`config.mk`:
```
export PLATFORM = sky130hd
export DESIGN_NAME = ddrio_top
export DESIGN_NICKNAME = d
export VERILOG_FILES = /design/src/verilog/ddrio_pkg.sv /design/src/verilog/ddrio_stream_if.sv /design/src/verilog/ddrio_fifo.sv /design/src/verilog/ddrio_out_cell.sv /design/src/verilog/ddrio_top.sv
export VERILOG_INCLUDE_DIRS = /design/src /design/src/verilog
export SDC_FILE = /design/constraint.sdc
export NUM_CORES = 1
export LEC_CHECK = 0
export BUFFER_PORTS_ARGS = -buffer_cell sky130_fd_sc_hd__buf_2
export CAP_MARGIN = 20
export CORE_AREA = 5 5 111 113
export CTS_CLUSTER_DIAMETER = 40
export DETAILED_ROUTE_END_ITERATION = 10
export DIE_AREA = 0 0 116 118
export PLACE_DENSITY = 0.76
export SLEW_MARGIN = 15
export SYNTH_ARGS = -nofsm -noshare
export SYNTH_HDL_FRONTEND = slang
export SYNTH_SLANG_ARGS = --single-unit
```
`constraint.sdc`:
```
create_clock -name clk_in -period 2.45 [get_ports clk_in]
set_input_delay 0.49 -clock clk_in [delete_from_list [all_inputs] [get_ports clk_in]]
set_output_delay 0.49 -clock clk_in [all_outputs]
set_load 0.01 [all_outputs]
```
`src/verilog/ddrio_defs.svh`:
```
// widths, field positions, reset values and depths of the double-rate io path
`ifndef DDRIO_DEFS_SVH
`define DDRIO_DEFS_SVH

`define DDRIO_DQ_W        8
`define DDRIO_ADDR_W      13
`define DDRIO_CMD_W       3
`define DDRIO_ECC_DATA_W  64
`define DDRIO_ECC_CHECK_W 8
`define DDRIO_WORD_W      17
`define DDRIO_LO_LSB      0
`define DDRIO_HI_LSB      8
`define DDRIO_OE_BIT      16
`define DDRIO_FIFO_DEPTH  4
`define DDRIO_CLK_MHZ     100
`define DDRIO_CLK_PER_NS  10
`define DDRIO_OE_N_RST    1'b1
`define DDRIO_STROBE_LO   1'b0
`define DDRIO_STROBE_HI   1'b1

`endif

```
`src/verilog/ddrio_pkg.sv`:
```
// types shared by the double-rate io path
package ddrio_pkg;
`include "ddrio_defs.svh"

	typedef logic [`DDRIO_DQ_W-1:0]   ddrio_dq_t;
	typedef logic [`DDRIO_ADDR_W-1:0] ddrio_addr_t;
	typedef logic [`DDRIO_CMD_W-1:0]  ddrio_cmd_t;
	typedef logic [`DDRIO_WORD_W-1:0] ddrio_word_t;

endpackage : ddrio_pkg

```
`src/verilog/ddrio_stream_if.sv`:
```
// valid/ready word carrier between the path's own modules
interface ddrio_stream_if #(
	parameter int WIDTH = 1
);
	logic [WIDTH-1:0] data;
	logic             valid;
	logic             ready;

	modport src (output data, output valid, input ready);
	modport snk (input data, input valid, output ready);
endinterface : ddrio_stream_if

```
`src/verilog/ddrio_fifo.sv`:
```
// small synchronous fifo with valid/ready on both sides
module ddrio_fifo #(
	parameter int WIDTH = 1,
	parameter int DEPTH = 4
) (
	input  wire logic  clk_in,
	input  wire logic  rstn_in,
	ddrio_stream_if.snk wr,
	ddrio_stream_if.src rd
);
	localparam int AW = $clog2(DEPTH);

	logic [WIDTH-1:0] mem_reg [DEPTH];
	logic [AW:0]      wptr_reg;
	logic [AW:0]      wptr_next;
	logic [AW:0]      rptr_reg;
	logic [AW:0]      rptr_next;
	logic             full;
	logic             empty;
	logic             push;
	logic             pop;

	//////////////////////////////////////////////////////////////////////
	// extra pointer bit tells full from empty
	assign empty    = (wptr_reg == rptr_reg);
	assign full     = (wptr_reg[AW] != rptr_reg[AW]) && (wptr_reg[AW-1:0] == rptr_reg[AW-1:0]);
	assign wr.ready = !full;
	assign rd.valid = !empty;
	assign rd.data  = mem_reg[rptr_reg[AW-1:0]];
	assign push     = wr.valid && !full;
	assign pop      = rd.ready && !empty;

	always_comb begin
		wptr_next = wptr_reg;
		rptr_next = rptr_reg;
		if (push) begin
			wptr_next = wptr_reg + 1'b1;
		end
		if (pop) begin
			rptr_next = rptr_reg + 1'b1;
		end
	end

	always_ff @(posedge clk_in or negedge rstn_in) begin
		if (!rstn_in) begin
			wptr_reg <= '0;
			rptr_reg <= '0;
		end else begin
			wptr_reg <= wptr_next;
			rptr_reg <= rptr_next;
		end
	end

	// storage needs no reset: nothing reads an entry before it is written
	always_ff @(posedge clk_in) begin
		if (push) begin
			mem_reg[wptr_reg[AW-1:0]] <= wr.data;
		end
	end
endmodule // ddrio_fifo

```
`src/verilog/ddrio_out_cell.sv`:
```
// one double-rate output cell: two load registers, dual-edge retime, clock mux
module ddrio_out_cell #(
	parameter int W = 1
) (
	input  wire logic         clk_in,
	input  wire logic         rstn_in,
	input  wire logic [W-1:0] lo_in,
	input  wire logic [W-1:0] hi_in,
	input  wire logic [W-1:0] rst_val_in,
	output logic      [W-1:0] pin_out
);
	logic [W-1:0] first_output_register;
	logic [W-1:0] second_output_register;
	logic [W-1:0] first_fall_reg;
	logic [W-1:0] second_rise_reg;
	logic [W-1:0] first_next;
	logic [W-1:0] second_next;

	// registers hold data xor rst_val_in, so a zero reset shows the reset value
	always_comb begin
		first_next  = lo_in ^ rst_val_in; // RQ2
		second_next = hi_in ^ rst_val_in; // RQ2
	end

	// keeps enables inactive from release until the first word is loaded
	always_ff @(posedge clk_in or negedge rstn_in) begin
		if (!rstn_in) begin
			first_output_register  <= '0;
			second_output_register <= '0;
			second_rise_reg        <= '0;
		end else begin
			first_output_register  <= first_next;
			second_output_register <= second_next;
			second_rise_reg        <= second_output_register; // RQ4
		end
	end

	always_ff @(negedge clk_in or negedge rstn_in) begin
		if (!rstn_in) begin
			first_fall_reg <= '0;
		end else begin
			first_fall_reg <= first_output_register; // RQ3
		end
	end

	// low phase shows the first half, high phase the second half
	always_comb begin
		pin_out = (clk_in ? second_rise_reg : first_fall_reg) ^ rst_val_in; // RQ5
		if (!rstn_in) begin
			pin_out = rst_val_in;
		end
	end
endmodule // ddrio_out_cell

```
`src/verilog/ddrio_top.sv`:
```
// double-rate io register path toward an external ddr sdram or qdr ii sram
//
// Summary of operation
// RQ1: every dq input is captured by three flip-flops next to the pin.
// RQ2: low and high streams load both output registers on one edge.
// RQ3: the first output register is retimed on the falling clock edge.
// RQ4: the second output register is retimed on the rising clock edge.
// RQ5: the clock itself selects between the two retimed values, two bits per period.
// RQ6: output enables use the same two-register dual-edge structure as data.
// RQ7: active-low enable holds high impedance an extra half cycle for preamble.
// RQ8: memory clock pair is made through the double-rate output registers.
// RQ9: address and command outputs change at most once per clock period.
// RQ10: controllers using 72-bit ecc words generate and check ecc themselves.
// RQ11: controllers must not run qdr ii sram at burst length two.
// RQ12: while enable is inactive the pin stays high impedance regardless of data.
module ddrio_top
	import ddrio_pkg::*;
(
	input  wire logic        clk_in,
	input  wire logic        rstn_in,
	input  wire logic [7:0]  wr_lo_in,
	input  wire logic [7:0]  wr_hi_in,
	input  wire logic        wr_oe_in,
	input  wire logic        wr_valid_in,
	output logic             wr_ready_out,
	input  wire logic        drain_hold_in,
	input  wire logic [12:0] addr_in,
	input  wire logic [2:0]  cmd_in,
	output logic      [12:0] addr_out,
	output logic      [2:0]  cmd_out,
	input  wire logic [7:0]  dq_in,
	output logic      [7:0]  dq_out,
	output logic      [7:0]  dq_oe_n_out,
	output logic             dqs_out,
	output logic             dqs_oe_n_out,
	output logic             mem_clk_p_out,
	output logic             mem_clk_n_out,
	output logic      [7:0]  rd_lo_out,
	output logic      [7:0]  rd_hi_out
);
	localparam int OE_W = `DDRIO_DQ_W + 1;

	ddrio_stream_if #(.WIDTH(`DDRIO_WORD_W)) wr_if ();
	ddrio_stream_if #(.WIDTH(`DDRIO_WORD_W)) rd_if ();

	ddrio_word_t word;
	logic        pop;
	logic        oe_n_now;
	logic        oe_n_prev_reg;
	logic        oe_n_prev_next;
	ddrio_dq_t   dat_lo;
	ddrio_dq_t   dat_hi;
	logic        strb_lo;
	logic        strb_hi;
	logic [OE_W-1:0] oe_lo_n;
	logic [OE_W-1:0] oe_hi_n;
	logic [OE_W-1:0] oe_pin_n;
	ddrio_addr_t addr_reg;
	ddrio_addr_t addr_next;
	ddrio_cmd_t  cmd_reg;
	ddrio_cmd_t  cmd_next;
	ddrio_dq_t   cap_rise_reg;
	ddrio_dq_t   cap_rise_next;
	ddrio_dq_t   cap_fall_reg;
	ddrio_dq_t   cap_fall_next;
	ddrio_dq_t   cap_fall_sync_reg;
	ddrio_dq_t   cap_fall_sync_next;
	logic [1:0]  mclk_pin;

	//////////////////////////////////////////////////////////////////////
	// write words wait in a 4-entry fifo; drain_hold_in stalls the drain
	assign wr_if.data   = {wr_oe_in, wr_hi_in, wr_lo_in};
	assign wr_if.valid  = wr_valid_in;
	assign wr_ready_out = wr_if.ready;

	ddrio_fifo #(
		.WIDTH(`DDRIO_WORD_W),
		.DEPTH(`DDRIO_FIFO_DEPTH)
	) u_fifo (
		.clk_in (clk_in),
		.rstn_in(rstn_in),
		.wr     (wr_if),
		.rd     (rd_if)
	);

	assign rd_if.ready = !drain_hold_in;
	assign pop         = rd_if.valid && !drain_hold_in;
	assign word        = rd_if.data;

	//////////////////////////////////////////////////////////////////////
	// one popped word feeds one clock period on the pins
	always_comb begin
		oe_n_now       = !(pop && word[`DDRIO_OE_BIT]);
		dat_lo         = pop ? word[`DDRIO_LO_LSB +: `DDRIO_DQ_W] : '0;
		dat_hi         = pop ? word[`DDRIO_HI_LSB +: `DDRIO_DQ_W] : '0;
		strb_lo        = `DDRIO_STROBE_LO;
		strb_hi        = oe_n_now ? `DDRIO_STROBE_LO : `DDRIO_STROBE_HI;
		oe_n_prev_next = oe_n_now;
		// first driven word keeps its low half tristated: strobe preamble
		oe_lo_n = {OE_W{oe_n_now | oe_n_prev_reg}}; // RQ7
		oe_hi_n = {OE_W{oe_n_now}};
	end

	always_ff @(posedge clk_in or negedge rstn_in) begin
		if (!rstn_in) begin
			oe_n_prev_reg <= `DDRIO_OE_N_RST;
		end else begin
			oe_n_prev_reg <= oe_n_prev_next;
		end
	end

	ddrio_out_cell #(.W(`DDRIO_DQ_W + 1)) u_data_cell (
		.clk_in    (clk_in),
		.rstn_in   (rstn_in),
		.lo_in     ({strb_lo, dat_lo}),
		.hi_in     ({strb_hi, dat_hi}),
		.rst_val_in('0),
		.pin_out   ({dqs_out, dq_out})
	);

	ddrio_out_cell #(.W(OE_W)) u_oe_cell ( // RQ6
		.clk_in    (clk_in),
		.rstn_in   (rstn_in),
		.lo_in     (oe_lo_n),
		.hi_in     (oe_hi_n),
		.rst_val_in({OE_W{`DDRIO_OE_N_RST}}),
		.pin_out   (oe_pin_n)
	);

	// data registers never override the enable path
	assign dq_oe_n_out  = oe_pin_n[`DDRIO_DQ_W-1:0]; // RQ12
	assign dqs_oe_n_out = oe_pin_n[`DDRIO_DQ_W]; // RQ12

	//////////////////////////////////////////////////////////////////////
	// memory clock pair: constant halves so it matches the strobe's form
	ddrio_out_cell #(.W(2)) u_mclk_cell ( // RQ8
		.clk_in    (clk_in),
		.rstn_in   (rstn_in),
		.lo_in     (2'h2),
		.hi_in     (2'h1),
		.rst_val_in(2'h2),
		.pin_out   (mclk_pin)
	);

	assign mem_clk_p_out = mclk_pin[0];
	assign mem_clk_n_out = mclk_pin[1];

	//////////////////////////////////////////////////////////////////////
	// address and command: single rate, rising edge only
	always_comb begin
		addr_next = addr_in; // RQ9
		cmd_next  = cmd_in; // RQ9
	end

	always_ff @(posedge clk_in or negedge rstn_in) begin
		if (!rstn_in) begin
			addr_reg <= '0;
			cmd_reg  <= '0;
		end else begin
			addr_reg <= addr_next;
			cmd_reg  <= cmd_next;
		end
	end

	assign addr_out = addr_reg;
	assign cmd_out  = cmd_reg;

	//////////////////////////////////////////////////////////////////////
	// read capture: rise, fall, and fall retimed to the rising edge
	always_comb begin
		cap_rise_next      = dq_in; // RQ1
		cap_fall_next      = dq_in; // RQ1
		cap_fall_sync_next = cap_fall_reg; // RQ1
	end

	always_ff @(posedge clk_in or negedge rstn_in) begin
		if (!rstn_in) begin
			cap_rise_reg      <= '0;
			cap_fall_sync_reg <= '0;
		end else begin
			cap_rise_reg      <= cap_rise_next;
			cap_fall_sync_reg <= cap_fall_sync_next;
		end
	end

	always_ff @(negedge clk_in or negedge rstn_in) begin
		if (!rstn_in) begin
			cap_fall_reg <= '0;
		end else begin
			cap_fall_reg <= cap_fall_next;
		end
	end

	assign rd_hi_out = cap_rise_reg;
	assign rd_lo_out = cap_fall_sync_reg;
endmodule // ddrio_top
```
### After elaboration in Yosys (flattened, before gate mapping)

Memory sizes are Yosys's and may differ from the RTL's.
Index checks and enable logic that the tools add are counted.

* output and inout bits: 53
* memories kept: 1
* bits in writable memories: 68
* logic and storage cells: 48
* register bits: 119
* bits of input ports: 45

Memory list
* u_fifo.mem_reg: depth 4, bits a word 17, rd ports 1, clocked after memory_dff 0, wr ports 1, line ddrio_fifo.sv:13 `logic [WIDTH-1:0] mem_reg [DEPTH];`

* equality and inequality tests: 3
* bitwise operators: 5
* add/sub/neg operators: 2
* reduce and logical (&&, ||, !) cells: 8
* mux-type cells: 11

Operators with widths (count)
* 2-to-1 mux 9 bit: 4
* NOT 9 bit: 3
* 2-to-1 mux 8 bit: 2
* adder 3 x 1 -> 3 bit (second input constant): 2
* logical AND 1 bit: 4
* logical NOT 1 bit: 4
* 2-to-1 mux 2 bit: 2
* equality test 3 bit: 1
* 2-to-1 mux 1 bit: 3
* equality test 2 bit: 1
* inequality test 1 bit: 1
* NOT 1 bit: 1
* bitwise OR 1 bit: 1

### Longest topological paths before layout

Gate-level depths: netlist of the first run.

* depth in word-level cells: 7
* gate-level depth with buffers: 5
* depth with buffers taken out: 5

### By module

Synthesis of the first run repeated with hierarchy kept, for this count alone.

* cell total of the unflattened synthesis: 386
* area, all modules: 7149.4 um^2

By module, submodules not included
* ddrio_fifo: area each 2935.3 um^2, instances 1, sequential area each 2192.1 um^2, cells an instance 136
* ddrio_out_cell (u_data_cell ...): area each 1347.5 um^2, instances 2, sequential area each 900.9 um^2, cells an instance 83
* ddrio_top: area each 1236.2 um^2, instances 1, sequential area each 1027.2 um^2, cells an instance 66
* ddrio_out_cell (u_mclk_cell): area each 282.8 um^2, instances 1, sequential area each 200.2 um^2, cells an instance 18

==> run summary, run 1 <==
RSZ-0062 raised after global routing: yes
Status: finished, violations left
Syn Inst Count: 266
Arr. time, crit path: 2.71 ns
Synthesized area: 5290 sq um
CTS tree: done
# IOs: 98
PnR worst setup slack: -0.751 ns
Smallest hold slack: 0.0680 ns
Required time of the critical path: 1.96 ns
# Max-Cap Violations: 0
DIE HEIGHT: 118 um
Sequential area share after synthesis: 0.788
Diode count: 0
Area growth from synthesis to layout: 31.7%
Largest family of logic cells by synthesized area: multiplexers
Clock share of power: 0.437
Die Area: 13700 sq um
Top fanout value on the critical path: 5
DR pass1 iterations: 4
Final setup fails: 20
Met3 wire len: 988 um
Most used DFF post-synth: edfxtp_1
Initial antenna violation count: 1
Power Internal: 6.45 mW
Synth area leaders: edfxtp_1, dfrtp_1, dfrtn_1
Finished Layout Cells: 551
Top routing layer used: met5
Net Sw Frac: 0.283
Worst setup EP type: output pin
Leading area contributor after synthesis: edfxtp_1
Post-Syn Nets: 316
Netlist cell types: 38
First-pass GRT wire length: 15600 um
Routed len/inst: 18.0 um
Share of post-route cells with drive strength above 1: 0.434
Final Wtd Congestion: 0.730
Starting density of the core: 0.471
GRT Total Usage: 0.160
Clock latency on the worst-skew pair: 0.52 ns
Worst path bufs/invs: 2
Crit path largest cell delay: 0.34 ns
Synth Area in Compound Gates: 0.0180
Vias in the first global route: 3230
Avg Synthesized Cell Area: 19.9 sq um
Die width: 116 um
Clock slew at reported path FFs: 0.06 ns
DPL Wire Length: 5620 um
Via/cell ratio: 4.98
Largest register FFs: 68
Crit start category: flop
NumNets Final: 442
Mux share of post-synthesis cell area: 0.0932
Number of routed nets with antenna violations: 0
Residual DRC: 0
Final Hold Vio Count: 0
PortBufs: 97
Seq pwr share: 0.395
Pwr Density: 1290 nW/um^2
DRT Wirelength: 9910 um
Number of synthesized flops with an enable pin: 68
CP delay by family, top: flip-flops
Num rows: 39
DRT met1 WL: 3690 um
HP Class: primary input to flop
Crit Path Category: flop to output pin
Yosys top cell area share: 0.386
Post-synthesis xor/xnor area fraction: 0.0161
Failing checks: setup timing
Count of pins over their slew limit: 0
Post-synth ARST share: 0.556
Worst-margin pin slew: 0.551 ns
Gate power share: 0.167
NetSw: 2.55 mW
YS warnings: 0
Pin count of the biggest net entering global routing: 44
Register bit total from synthesis: 153
Total number of vias: 2744
Post-synthesis simple-gate area fraction: 0.0449
Worst slew margin: 0.630
Core area: 11200 sq um
Adder-Cell Fraction of Synth Area: 0.0118
Leakage power: 2.99 nW
Grt ovf: 0
Iter 0 DRT Violations: 217
Placed insts: 499
Dpl ws: -0.0580 ns
Slowest cell on crit path: dfrtn_1
Cell breakdown of the critical path: mux2_4, nand2_4, clkbuf_16, buf_6
Worst vdd ir: 0.927 mV
Clk_skew: 0.00642 ns
Power Total: 9.00 mW
DR WL met2: 4880 um
==> power groups by stage <==
stage / clock, mW / combinational (mW) / sequential, mW
floorplan: 0.376 / 1.08 / 3.56
global placement: 0.347 / 1.44 / 3.56
detailed placement: 0.347 / 1.50 / 3.60
CTS: 4.06 / 1.53 / 3.57
global route: 4.21 / 1.66 / 3.62
finish: 3.94 / 1.51 / 3.56
==> cell usage in the layout (no fill, tap or decap), types with 2 or more instances in the layout <==
| master | netlist | layout |
|---|---|---|
| a31oi_1 | 3 | 2 |
| nand2b_1 | 2 | 2 |
| clkinv_4 | 0 | 3 |
| mux2i_1 | 8 | 8 |
| inv_6 | 0 | 4 |
| a21oi_1 | 3 | 3 |
| nor2b_1 | 25 | 25 |
| xnor2_1 | 4 | 4 |
| inv_1 | 6 | 5 |
| edfxtp_1 | 68 | 68 |
| ha_1 | 5 | 5 |
| xor2_1 | 2 | 2 |
| dfrtn_1 | 17 | 17 |
| buf_12 | 1 | 2 |
| and2_1 | 3 | 3 |
| clkinvlp_4 | 0 | 2 |
| buf_6 | 1 | 14 |
| buf_4 | 9 | 9 |
| clkbuf_16 | 0 | 29 |
| clkbuf_1 | 3 | 3 |
| mux4_2 | 12 | 12 |
| buf_2 | 2 | 85 |
| mux4_1 | 5 | 5 |
| inv_4 | 0 | 4 |
| dfrtp_1 | 67 | 67 |
==> worst register-to-register path: cells and delay by family, from the launching register on <==
family	cells	cell delay [ns]
buffers and inverters	1	0.22
AOI/OAI and AO/OA	1	0.25
xor gates and xnor gates	1	0.49
and+or+nand+nor	1	0.22
DFF	1	0.47
==> Yosys cell counts, types with 2 or more instances <==
master	n
dfrtp_1	67
dfrtn_1	17
buf_2	2
nand3_1	2
nand2b_1	2
ha_1	5
inv_1	6
buf_4	9
a31oi_1	3
xor2_1	2
mux2i_1	8
a21oi_1	3
mux4_1	5
xnor2_1	4
nand2_1	2
clkbuf_1	3
mux4_2	12
and2_1	3
edfxtp_1	68
nor2b_1	25
==> path summary, 6_finish.rpt <==
| check | startpoint | to | slack (ns) | cells past startpoint |
|---|---|---|---|---|
| worst max-delay path | u_oe_cell.first_fall_reg[7] | dq_oe_n_out[7] | -0.75 | 4 |
| worst min-delay path | addr_in[4] | addr_out[4] | 0.07 | 1 |
| worst max register to register | u_fifo.wptr_reg[1] | u_fifo.mem_reg[1][12] | 0.53 | 4 |
| worst min register to register | u_data_cell.second_output_register[0] | u_data_cell.second_rise_reg[0] | 0.35 | 0 |
| max in group asynchronous | rstn_in | cap_fall_reg[0] | 0.55 | 3 |
| min in group asynchronous | rstn_in | rd_hi_out[3] | 0.36 | 2 |
==> area by class of cell <==
cell class | count | area [sq um]
Clock buffer | 57 | 953
Inverter | 5 | 18.8
Fill cell | 793 | 4260
Sequential cell | 153 | 4170
Tap cell | 143 | 179
Multi-Input combinational cell | 91 | 1010
Clock inverter | 14 | 113
Timing Repair Buffer | 88 | 527
==> kinds of logic (layout without fill, tap and decap cells) <==
kind of cell | after synthesis | count (layout)
and+or+nand+nor | 38 | 38
other | 1 | 1
DFF | 153 | 153
AOI/OAI and AO/OA | 13 | 13
adders and majority gates | 5 | 5
muxes | 26 | 26
buffers and inverters | 22 | 164
xor gates and xnor gates | 8 | 8
==> repair_timing <==
action,4_1_cts,5_1_grt
setup buffers,6,0
hold buffers,1,0
endpoints found under the hold margin,8,0
gates resized for setup,20,2
gates cloned,0,1
pin swaps,1,0
setup endpoints to repair,20,25
==> per-stage QoR <==
step	TNS (ns)	area, sq um	util
after floorplan	-0.696	5300	-
final	-10.97	6970	0.621
after CTS	-11.73	6930	0.618
after global routing	-12.06	6970	0.621
after global placement	-0.556	5940	0.530
after detailed placement	-0.522	5940	0.530
==> per-layer routing <==
layer  GRT usage  vias to the layer above
met2       0.238                      137
met5           0                        -
met3      0.0843                       36
met1       0.165                     1350
li1            -                     1219
met4       0.131                        2
Note: power is estimated with default switching activity, not from simulation.
==> run 2: changes to the inputs <==
--- a/config.mk
+++ b/config.mk
@@ -8,12 +8,13 @@
 export LEC_CHECK = 0
 export BUFFER_PORTS_ARGS = -buffer_cell sky130_fd_sc_hd__buf_2
 export CAP_MARGIN = 20
-export CORE_AREA = 5 5 111 113
+export CORE_AREA = 5 5 129 131
 export CTS_CLUSTER_DIAMETER = 40
 export DETAILED_ROUTE_END_ITERATION = 10
-export DIE_AREA = 0 0 116 118
-export PLACE_DENSITY = 0.76
+export DIE_AREA = 0 0 134 136
+export PLACE_DENSITY = 0.73
 export SLEW_MARGIN = 15
 export SYNTH_ARGS = -nofsm -noshare
 export SYNTH_HDL_FRONTEND = slang
+export SYNTH_HIERARCHICAL = 1
 export SYNTH_SLANG_ARGS = --single-unit
==> run 2 against run 1 <==
Net effect: the run still ends with setup timing left; die area is 33% higher; via count is 30% higher; final cell count is 42% higher; sequential power is 28% higher; first-iteration DRC count is 30% lower; combinational power is 17% higher; synthesized area is 35% higher; count of clock-buffer cells in the layout is 6 lower; clock skew hardly changed; total power is 30% higher; highest routed layer is now met4.
==> run summary, run 2 <==
Status: finished, violations left
Failing checks: setup timing
Post-synth ARST share: 0.651 (+0.0957)
Most used DFF post-synth: dfrtp_1
Yosys top cell area share: 0.343 (-0.0430)
PortBufs: 97 (unchanged)
Sequential area share after synthesis: 0.730 (-0.0580)
Avg Synthesized Cell Area: 18.5 sq um (-6.9%)
Clk_skew: 0.00654 ns (+0.000124 ns)
Final setup fails: 20 (unchanged)
Synth area leaders: dfrtp_1, edfxtp_1, dfrtn_1
Final instance area: 9300 sq um (+33%)
DRT Wirelength: 11400 um (+16%)
Clock latency on the worst-skew pair: 0.53 ns (about the same)
Diode count: 0 (unchanged)
Via/cell ratio: 4.55 (-8.6%)
Number of routed nets with antenna violations: 0 (unchanged)
DIE HEIGHT: 136 um (+15%)
Largest register FFs: 68 (unchanged)
GRT Total Usage: 0.141 (-0.0196)
Worst slew margin: 0.342 (-0.288)
Power Internal: 8.31 mW (+29%)
Count of pins over their slew limit: 0 (unchanged)
RSZ-0062 raised after global routing: yes
Worst setup EP type: output pin
Residual DRC: 0 (unchanged)
Most frequent cell after synthesis: dfrtp_1
Seq pwr share: 0.391 (-0.004)
Synthesized area: 7150 sq um (+35%)
Leading area contributor after synthesis: dfrtp_1
Vias in the first global route: 4274 (+32%)
Top fanout value on the critical path: 1 (-4)
Crit Path Category: flop to output pin
Clock share of power: 0.457 (+0.020)
Die Area: 18200 sq um (+33%)
Net Sw Frac: 0.288 (+0.00478)
Grt ovf: 0 (unchanged)
# IOs: 98 (unchanged)
NetSw: 3.36 mW (+32%)
Netlist cell types: 35 (-7.9%)
DR pass1 iterations: 4 (unchanged)
Post-synth top cells: dfrtp_1, edfxtp_1, xor2_1, dfrtn_1, xnor2_1
Die width: 134 um (+16%)
First-pass GRT wire length: 19500 um (+25%)
Syn Inst Count: 386 (+45%)
Fillers: 1127 (+42%)
Share of post-route cells with drive strength above 1: 0.407 (-0.0267)
Clock slew at reported path FFs: 0.07 ns (about the same)
# Max-Cap Violations: 0 (unchanged)
Crit start category: flop
Register bit total from synthesis: 195 (+27%)
Final Hold Vio Count: 0 (unchanged)
Pwr Density: 1250 nW/um^2 (-2.9%)
Most common cell after layout, fill and taps aside: dfrtp_1
Starting density of the core: 0.462 (-0.00957)
NumNets Final: 626 (+42%)
Number of synthesized flops with an enable pin: 68 (unchanged)
Iter 0 DRT Violations: 151 (-30%)
Total number of vias: 3570 (+30%)
Pin count of the biggest net entering global routing: 36 (-18%)
PnR worst setup slack: -0.713 ns (+0.0386 ns)
Final Wtd Congestion: 0.723 (-0.96%)
Arr. time, crit path: 2.67 ns (-0.04 ns)
Area growth from synthesis to layout: 30.0%
Initial antenna violation count: 0 (-1)
Routed len/inst: 14.6 um (-19%)
Dpl ws: -0.176 ns (-0.118 ns)
Smallest hold slack: 0.0489 ns (-0.0190 ns)
Num rows: 46 (+18%)
HP Class: primary input to async pin
Commonest non-fill, non-tap cells in the layout: dfrtp_1, buf_2, edfxtp_1
Worst-margin pin slew: 0.986 ns (+0.435 ns)
Worst vdd ir: 0.844 mV (-9.0%)
DP Area: 8310 sq um (+40%)
Gate power share: 0.152 (-0.015)
Leakage power: 4.19 nW (+40%)
DPL Wire Length: 7160 um (+27%)
CTS tree: done
YS warnings: 6 (+6)
Required time of the critical path: 1.96 ns (about the same)
Core area: 15500 sq um (+38%)
-- run 2: cell types whose count changed after synthesis, moves of 5 or more --
| cell | previous run | this run |
|---|---|---|
| dfrtp_1 | 67 | 98 |
| nand2_2 | 0 | 18 |
| xnor2_1 | 4 | 24 |
| xor2_1 | 2 | 42 |
| buf_4 | 9 | 2 |
| mux2_4 | 0 | 18 |
| mux4_1 | 5 | 0 |
| and3b_1 | 0 | 9 |
| mux2i_1 | 8 | 0 |
| mux4_2 | 12 | 17 |
| and3b_2 | 0 | 8 |
| dfrtn_1 | 17 | 28 |
| nor2b_1 | 25 | 0 |
-- run 2: worst paths after layout --
| path | from | endpoint | slack [ns] | cells after the start |
|---|---|---|---|---|
| max | u_mclk_cell/first_fall_reg[1] | mem_clk_n_out | -0.71 | 4 |
| min | rstn_in | u_mclk_cell/second_rise_reg[0] | 0.05 | 2 |
| max reg2reg | u_fifo/wptr_reg[0] | u_fifo/mem_reg[1][8] | 0.22 | 3 |
| min reg2reg | u_oe_cell/second_output_register[8] | u_oe_cell/second_rise_reg[8] | 0.34 | 0 |
| max in group asynchronous | rstn_in | u_data_cell/first_fall_reg[8] | 1.05 | 2 |
| min in group clk_in | addr_in[3] | addr_out[3] | 0.06 | 1 |
-- run 2: cell type report --
class	instances	area, sq um	area share
Clock buffer	51	842	0.0906
Inverter	5	18.8	0.00202
Tap cell	192	240	0.0258
Sequential cell	195	5220	0.562
Timing Repair Buffer	90	529	0.0569
Clock inverter	13	134	0.0144
Multi-Input combinational cell	238	2310	0.249
-- run 2: power groups by stage --
stage	registers [mW]	logic, mW	clock network (mW)
after floorplan	4.55	1.31	1.34
after global placement	4.57	1.70	1.29
after detailed placement	4.63	1.76	1.29
after CTS	4.58	1.78	5.42
after global routing	4.65	1.98	5.70
final	4.56	1.77	5.34
-- run 2: kinds of logic (layout without fill, tap and decap cells) --
kind of cell	Yosys count	after routing	synth area share
flops	195	195	0.730
xor+xnor	68	68	0.0870
simple gates	51	51	0.0518
mux	37	37	0.0945
buf+inv	16	159	0.0149
compound gates	12	12	0.0117
fa+ha+maj	5	5	0.00875
other cells	2	65	0.00105
-- run 2: metrics by stage --
step                TNS, ns  instances   util  power [mW]
finish               -13.62        784  0.601        11.7
global route         -14.82        784  0.601        12.3
CTS                  -14.25        783  0.597        11.8
detailed placement    -2.51        738  0.536        7.67
global placement      -2.37        738  0.536        7.55
floorplan                 0        449      -        7.20
-- run 2: what timing repair did --
item                                    in CTS  in global routing
hold buffers                                 1                  0
hold endpoints to repair                     5                  0
endpoints found under the setup margin      20                 31
gates resized for setup                     13                  8
setup buffers                                0                  1
pin swaps                                   19                  2
-- run 2: critical path, stage by stage, from the launching register on --
cell and delay, ns:
dfrtn_1 0.33, mux2_4 0.28, nand2_4 0.06, xnor2_2 0.10
buf_2 0.15
-- run 2: metal layers --
| metal | part of all wire | GRT usage | up-vias | routed length (um) |
|---|---|---|---|---|
| met3 | 0.080 | 0.0677 | 27 | 921 |
| met2 | 0.48 | 0.207 | 125 | 5540 |
| met5 | 0 | 0 | - | 0 |
| li1 | - | - | 1671 | - |
| met1 | 0.41 | 0.159 | 1747 | 4680 |
| met4 | 0.026 | 0.106 | 0 | 300 |
==> run 3: changes to the inputs <==
--- a/config.mk
+++ b/config.mk
@@ -6,13 +6,14 @@
 export SDC_FILE = /design/constraint.sdc
 export NUM_CORES = 1
 export LEC_CHECK = 0
+export ABC_AREA = 1
 export BUFFER_PORTS_ARGS = -buffer_cell sky130_fd_sc_hd__buf_2
 export CAP_MARGIN = 20
-export CORE_AREA = 5 5 129 131
+export CORE_AREA = 5 5 132 134
 export CTS_CLUSTER_DIAMETER = 40
 export DETAILED_ROUTE_END_ITERATION = 10
-export DIE_AREA = 0 0 134 136
-export PLACE_DENSITY = 0.73
+export DIE_AREA = 0 0 137 139
+export PLACE_DENSITY = 0.74
 export SLEW_MARGIN = 15
 export SYNTH_ARGS = -nofsm -noshare
 export SYNTH_HDL_FRONTEND = slang
==> run 3 against run 2 <==
Net effect: the flow still finishes with violations (setup timing); synthesized area grew 6.2%; first-iteration DRC count grew 130%; highest routed layer unchanged; via count grew 72%; setup slack lost 0.046 ns; critical endpoint is now dq_out[2]; core utilization grew 14 points; sequential power grew 3%; clock skew grew 0.21 ns; largest power group unchanged.
==> run summary, run 3 <==
Num rows: 47 (+2.2%)
Pin count of the biggest net entering global routing: 35 (-2.8%)
GRT Total Usage: 0.232 (+0.0914)
YS warnings: 6 (unchanged)
Status: finished, violations left
Avg Synthesized Cell Area: 11.5 sq um (-38%)
Final instance area: 12000 sq um (+29%)
Crit path largest cell delay: 0.46 ns (+0.13 ns)
Syn Inst Count: 659 (+71%)
Seq pwr share: 0.252 (-0.139)
DR pass1 iterations: 4 (unchanged)
Yosys top cell area share: 0.323 (-0.0200)
Arr. time, crit path: 2.72 ns (+0.05 ns)
Worst path bufs/invs: 1 (unchanged)
Finished Layout Cells: 1242 (+58%)
Total negative slack: -13.02 ns (+0.599 ns)
Required time of the critical path: 1.96 ns (about the same)
Core area: 16200 sq um (+4.5%)
First-pass GRT wire length: 33800 um (+73%)
Adder-Cell Fraction of Synth Area: 0.00824 (-0.000509)
Clock latency on the worst-skew pair: 0.65 ns (+0.12 ns)
Most used DFF post-synth: dfrtp_1
Synthesized area: 7590 sq um (+6.2%)
Register bit total from synthesis: 195 (unchanged)
Crit start category: flop
Via/cell ratio: 4.94 (+8.5%)
Smallest hold slack: 0.0379 ns (-0.0110 ns)
Mux share of post-synthesis cell area: 0 (-0.0945)
Top fanout value on the critical path: 2 (+1)
Die Area: 19000 sq um (+4.5%)
Final setup fails: 40 (+100%)
Diode count: 0 (unchanged)
Synth Area in Compound Gates: 0.0364 (+0.0247)
Worst Reg-to-Reg Cells: 6 (+3)
Commonest non-fill, non-tap cells in the layout: dfrtp_1, inv_1, conb_1
Post-synthesis simple-gate area fraction: 0.151 (+0.0990)
Sequential area share after synthesis: 0.688 (-0.0425)
Vias in the first global route: 7670 (+79%)
Clock share of power: 0.617 (+0.160)
Grt ovf: 0 (unchanged)
# IOs: 98 (unchanged)
Clock slew at reported path FFs: 0.06 ns (about the same)
Pwr Density: 1550 nW/um^2 (+24%)
DRT Wirelength: 22600 um (+97%)
# Max-Cap Violations: 0 (unchanged)
Starting density of the core: 0.469 (+0.00763)
Final Wtd Congestion: 0.736 (+1.8%)
Iter 0 DRT Violations: 347 (+130%)
PortBufs: 97 (unchanged)
Area growth from synthesis to layout: 58.0%
Most Frequent Cell on Critical Path: nor2_2
Crit Path Category: flop to output pin
Number of routed nets with antenna violations: 0 (unchanged)
Placed insts: 1060 (+44%)
Residual DRC: 0 (unchanged)
NumNets Final: 1027 (+64%)
Count of pins over their slew limit: 0 (unchanged)
PnR worst setup slack: -0.759 ns (-0.0464 ns)
Largest register FFs: 68 (unchanged)
Worst-margin pin slew: 0.775 ns (-0.211 ns)
Power Internal: 12.0 mW (+45%)
Most frequent cell after synthesis: dfrtp_1
Die width: 137 um (+2.2%)
Cell breakdown of the critical path: nor2_2, nor2_2, nand3_4, nand2_2, buf_6
Worst vdd ir: 0.736 mV (-13%)
Gate power share: 0.131 (-0.021)
HP Class: primary input to flop
DPL Wire Length: 8370 um (+17%)
Share of post-route cells with drive strength above 1: 0.370 (-0.0372)
Leading area contributor after synthesis: dfrtp_1
Power Total: 18.6 mW (+60%)
CP delay by family, top: flip-flops
Synth area leaders: dfrtp_1, edfxtp_1, dfrtn_1
Netlist cell types: 27 (-23%)
Worst Hold Depth: 1
Total number of vias: 6137 (+72%)
Largest family of logic cells by synthesized area: simple AND/OR/NAND/NOR gates
Leakage power: 5.80 nW (+38%)
Final Hold Vio Count: 0 (unchanged)
Worst setup EP type: output pin
DIE HEIGHT: 139 um (+2.2%)
Post-synthesis xor/xnor area fraction: 0.0473 (-0.0397)
Net Sw Frac: 0.355 (+0.0674)
DP Area: 8680 sq um (+4.5%)
Post-synth top cells: dfrtp_1, inv_1, nand2_1, nor2_1, edfxtp_1
Routed len/inst: 18.2 um (+25%)
Number of synthesized flops with an enable pin: 68 (unchanged)
Initial antenna violation count: 0 (unchanged)
Slowest cell on crit path: dfrtn_1
Most common cell after layout, fill and taps aside: dfrtp_1
Clk_skew: 0.221 ns (+0.214 ns)
NetSw: 6.62 mW (+97%)
Post-synth ARST share: 0.651 (unchanged)
RSZ-0062 raised after global routing: yes
Failing checks: setup timing
WP depth: 5 (+1)
CTS tree: done
Worst slew margin: 0.483 (+0.140)
[run 3: changes by cell type after synthesis, sizes merged, moves of 24 or more]
cell | before | now
inv | 5 | 96
nand2 | 22 | 109
nand3 | 2 | 49
nor2 | 0 | 93
o21ai | 0 | 34
xnor2 | 24 | 0
[run 3: worst register-to-register path, stage by stage (launching register included)]
cell and delay (ns):
dfrtp_1 0.44, inv_1 0.16, nand2_1 0.10, nand2_2 0.09, nand3_4 0.11, nand2_1 0.09
inv_1 0.57
[run 3: through the flow]
stage	worst slack, ns	util
after floorplan	0.0720	-
after global placement	-0.00948	0.536
after global routing	-0.796	0.742
after detailed placement	-0.0224	0.536
after CTS	-0.784	0.736
final	-0.759	0.742
[run 3: cell families after synthesis]
kind of cell / count (synthesis)
compound gates: 51
xor+xnor: 41
other cells: 2
fa+ha+maj: 5
simple gates: 252
buf+inv: 113
flops: 195
[run 3: timing repair]
action	CTS	global route
setup buffers	25	16
resized for setup	103	35
pin swaps	54	38
endpoints found under the setup margin	40	45
gates cloned	1	0
hold endpoints to repair	8	0
hold buffers	2	0
[run 3: cell type report]
type / count / area (sq um)
Multi-Input combinational cell: 434 / 2670
Timing Repair Buffer: 114 / 703
Clock inverter: 44 / 358
Tap cell: 220 / 275
Fill cell: 945 / 4180
Inverter: 93 / 354
Sequential cell: 195 / 5220
Clock buffer: 142 / 2420
[run 3: worst paths after layout]
path,from,to,slack (ns)
worst max-delay path,u_data_cell/first_fall_reg[2],dq_out[2],-0.76
worst max register to register,u_fifo/rptr_reg[1],u_fifo/mem_reg[3][12],0.38
min in group asynchronous,rstn_in,u_fifo/wptr_reg[2],0.05
max in group asynchronous,rstn_in,u_oe_cell/first_fall_reg[1],0.94
worst min-delay path,cmd_in[0],cmd_out[0],0.04
worst min register to register,u_mclk_cell/second_output_register[1],u_mclk_cell/second_rise_reg[1],0.14
[run 3: power groups by stage]
stage | Sequential (mW) | Combinational, mW | Clock [mW]
floorplan | 4.54 | 1.50 | 1.27
global placement | 4.58 | 1.95 | 0.987
finish | 4.69 | 2.45 | 11.5
global route | 4.75 | 2.73 | 12.0
CTS | 4.63 | 2.32 | 11.6
detailed placement | 4.61 | 2.00 | 0.987
[run 3: per-layer routing]
metal  track usage  routed length [um]  up-vias
met5       0.00794                   0        -
met4         0.255                1540        0
met3         0.145                2210      176
met2         0.341               11500      391
met1         0.198                7370     2901
li1              -                   -     2669
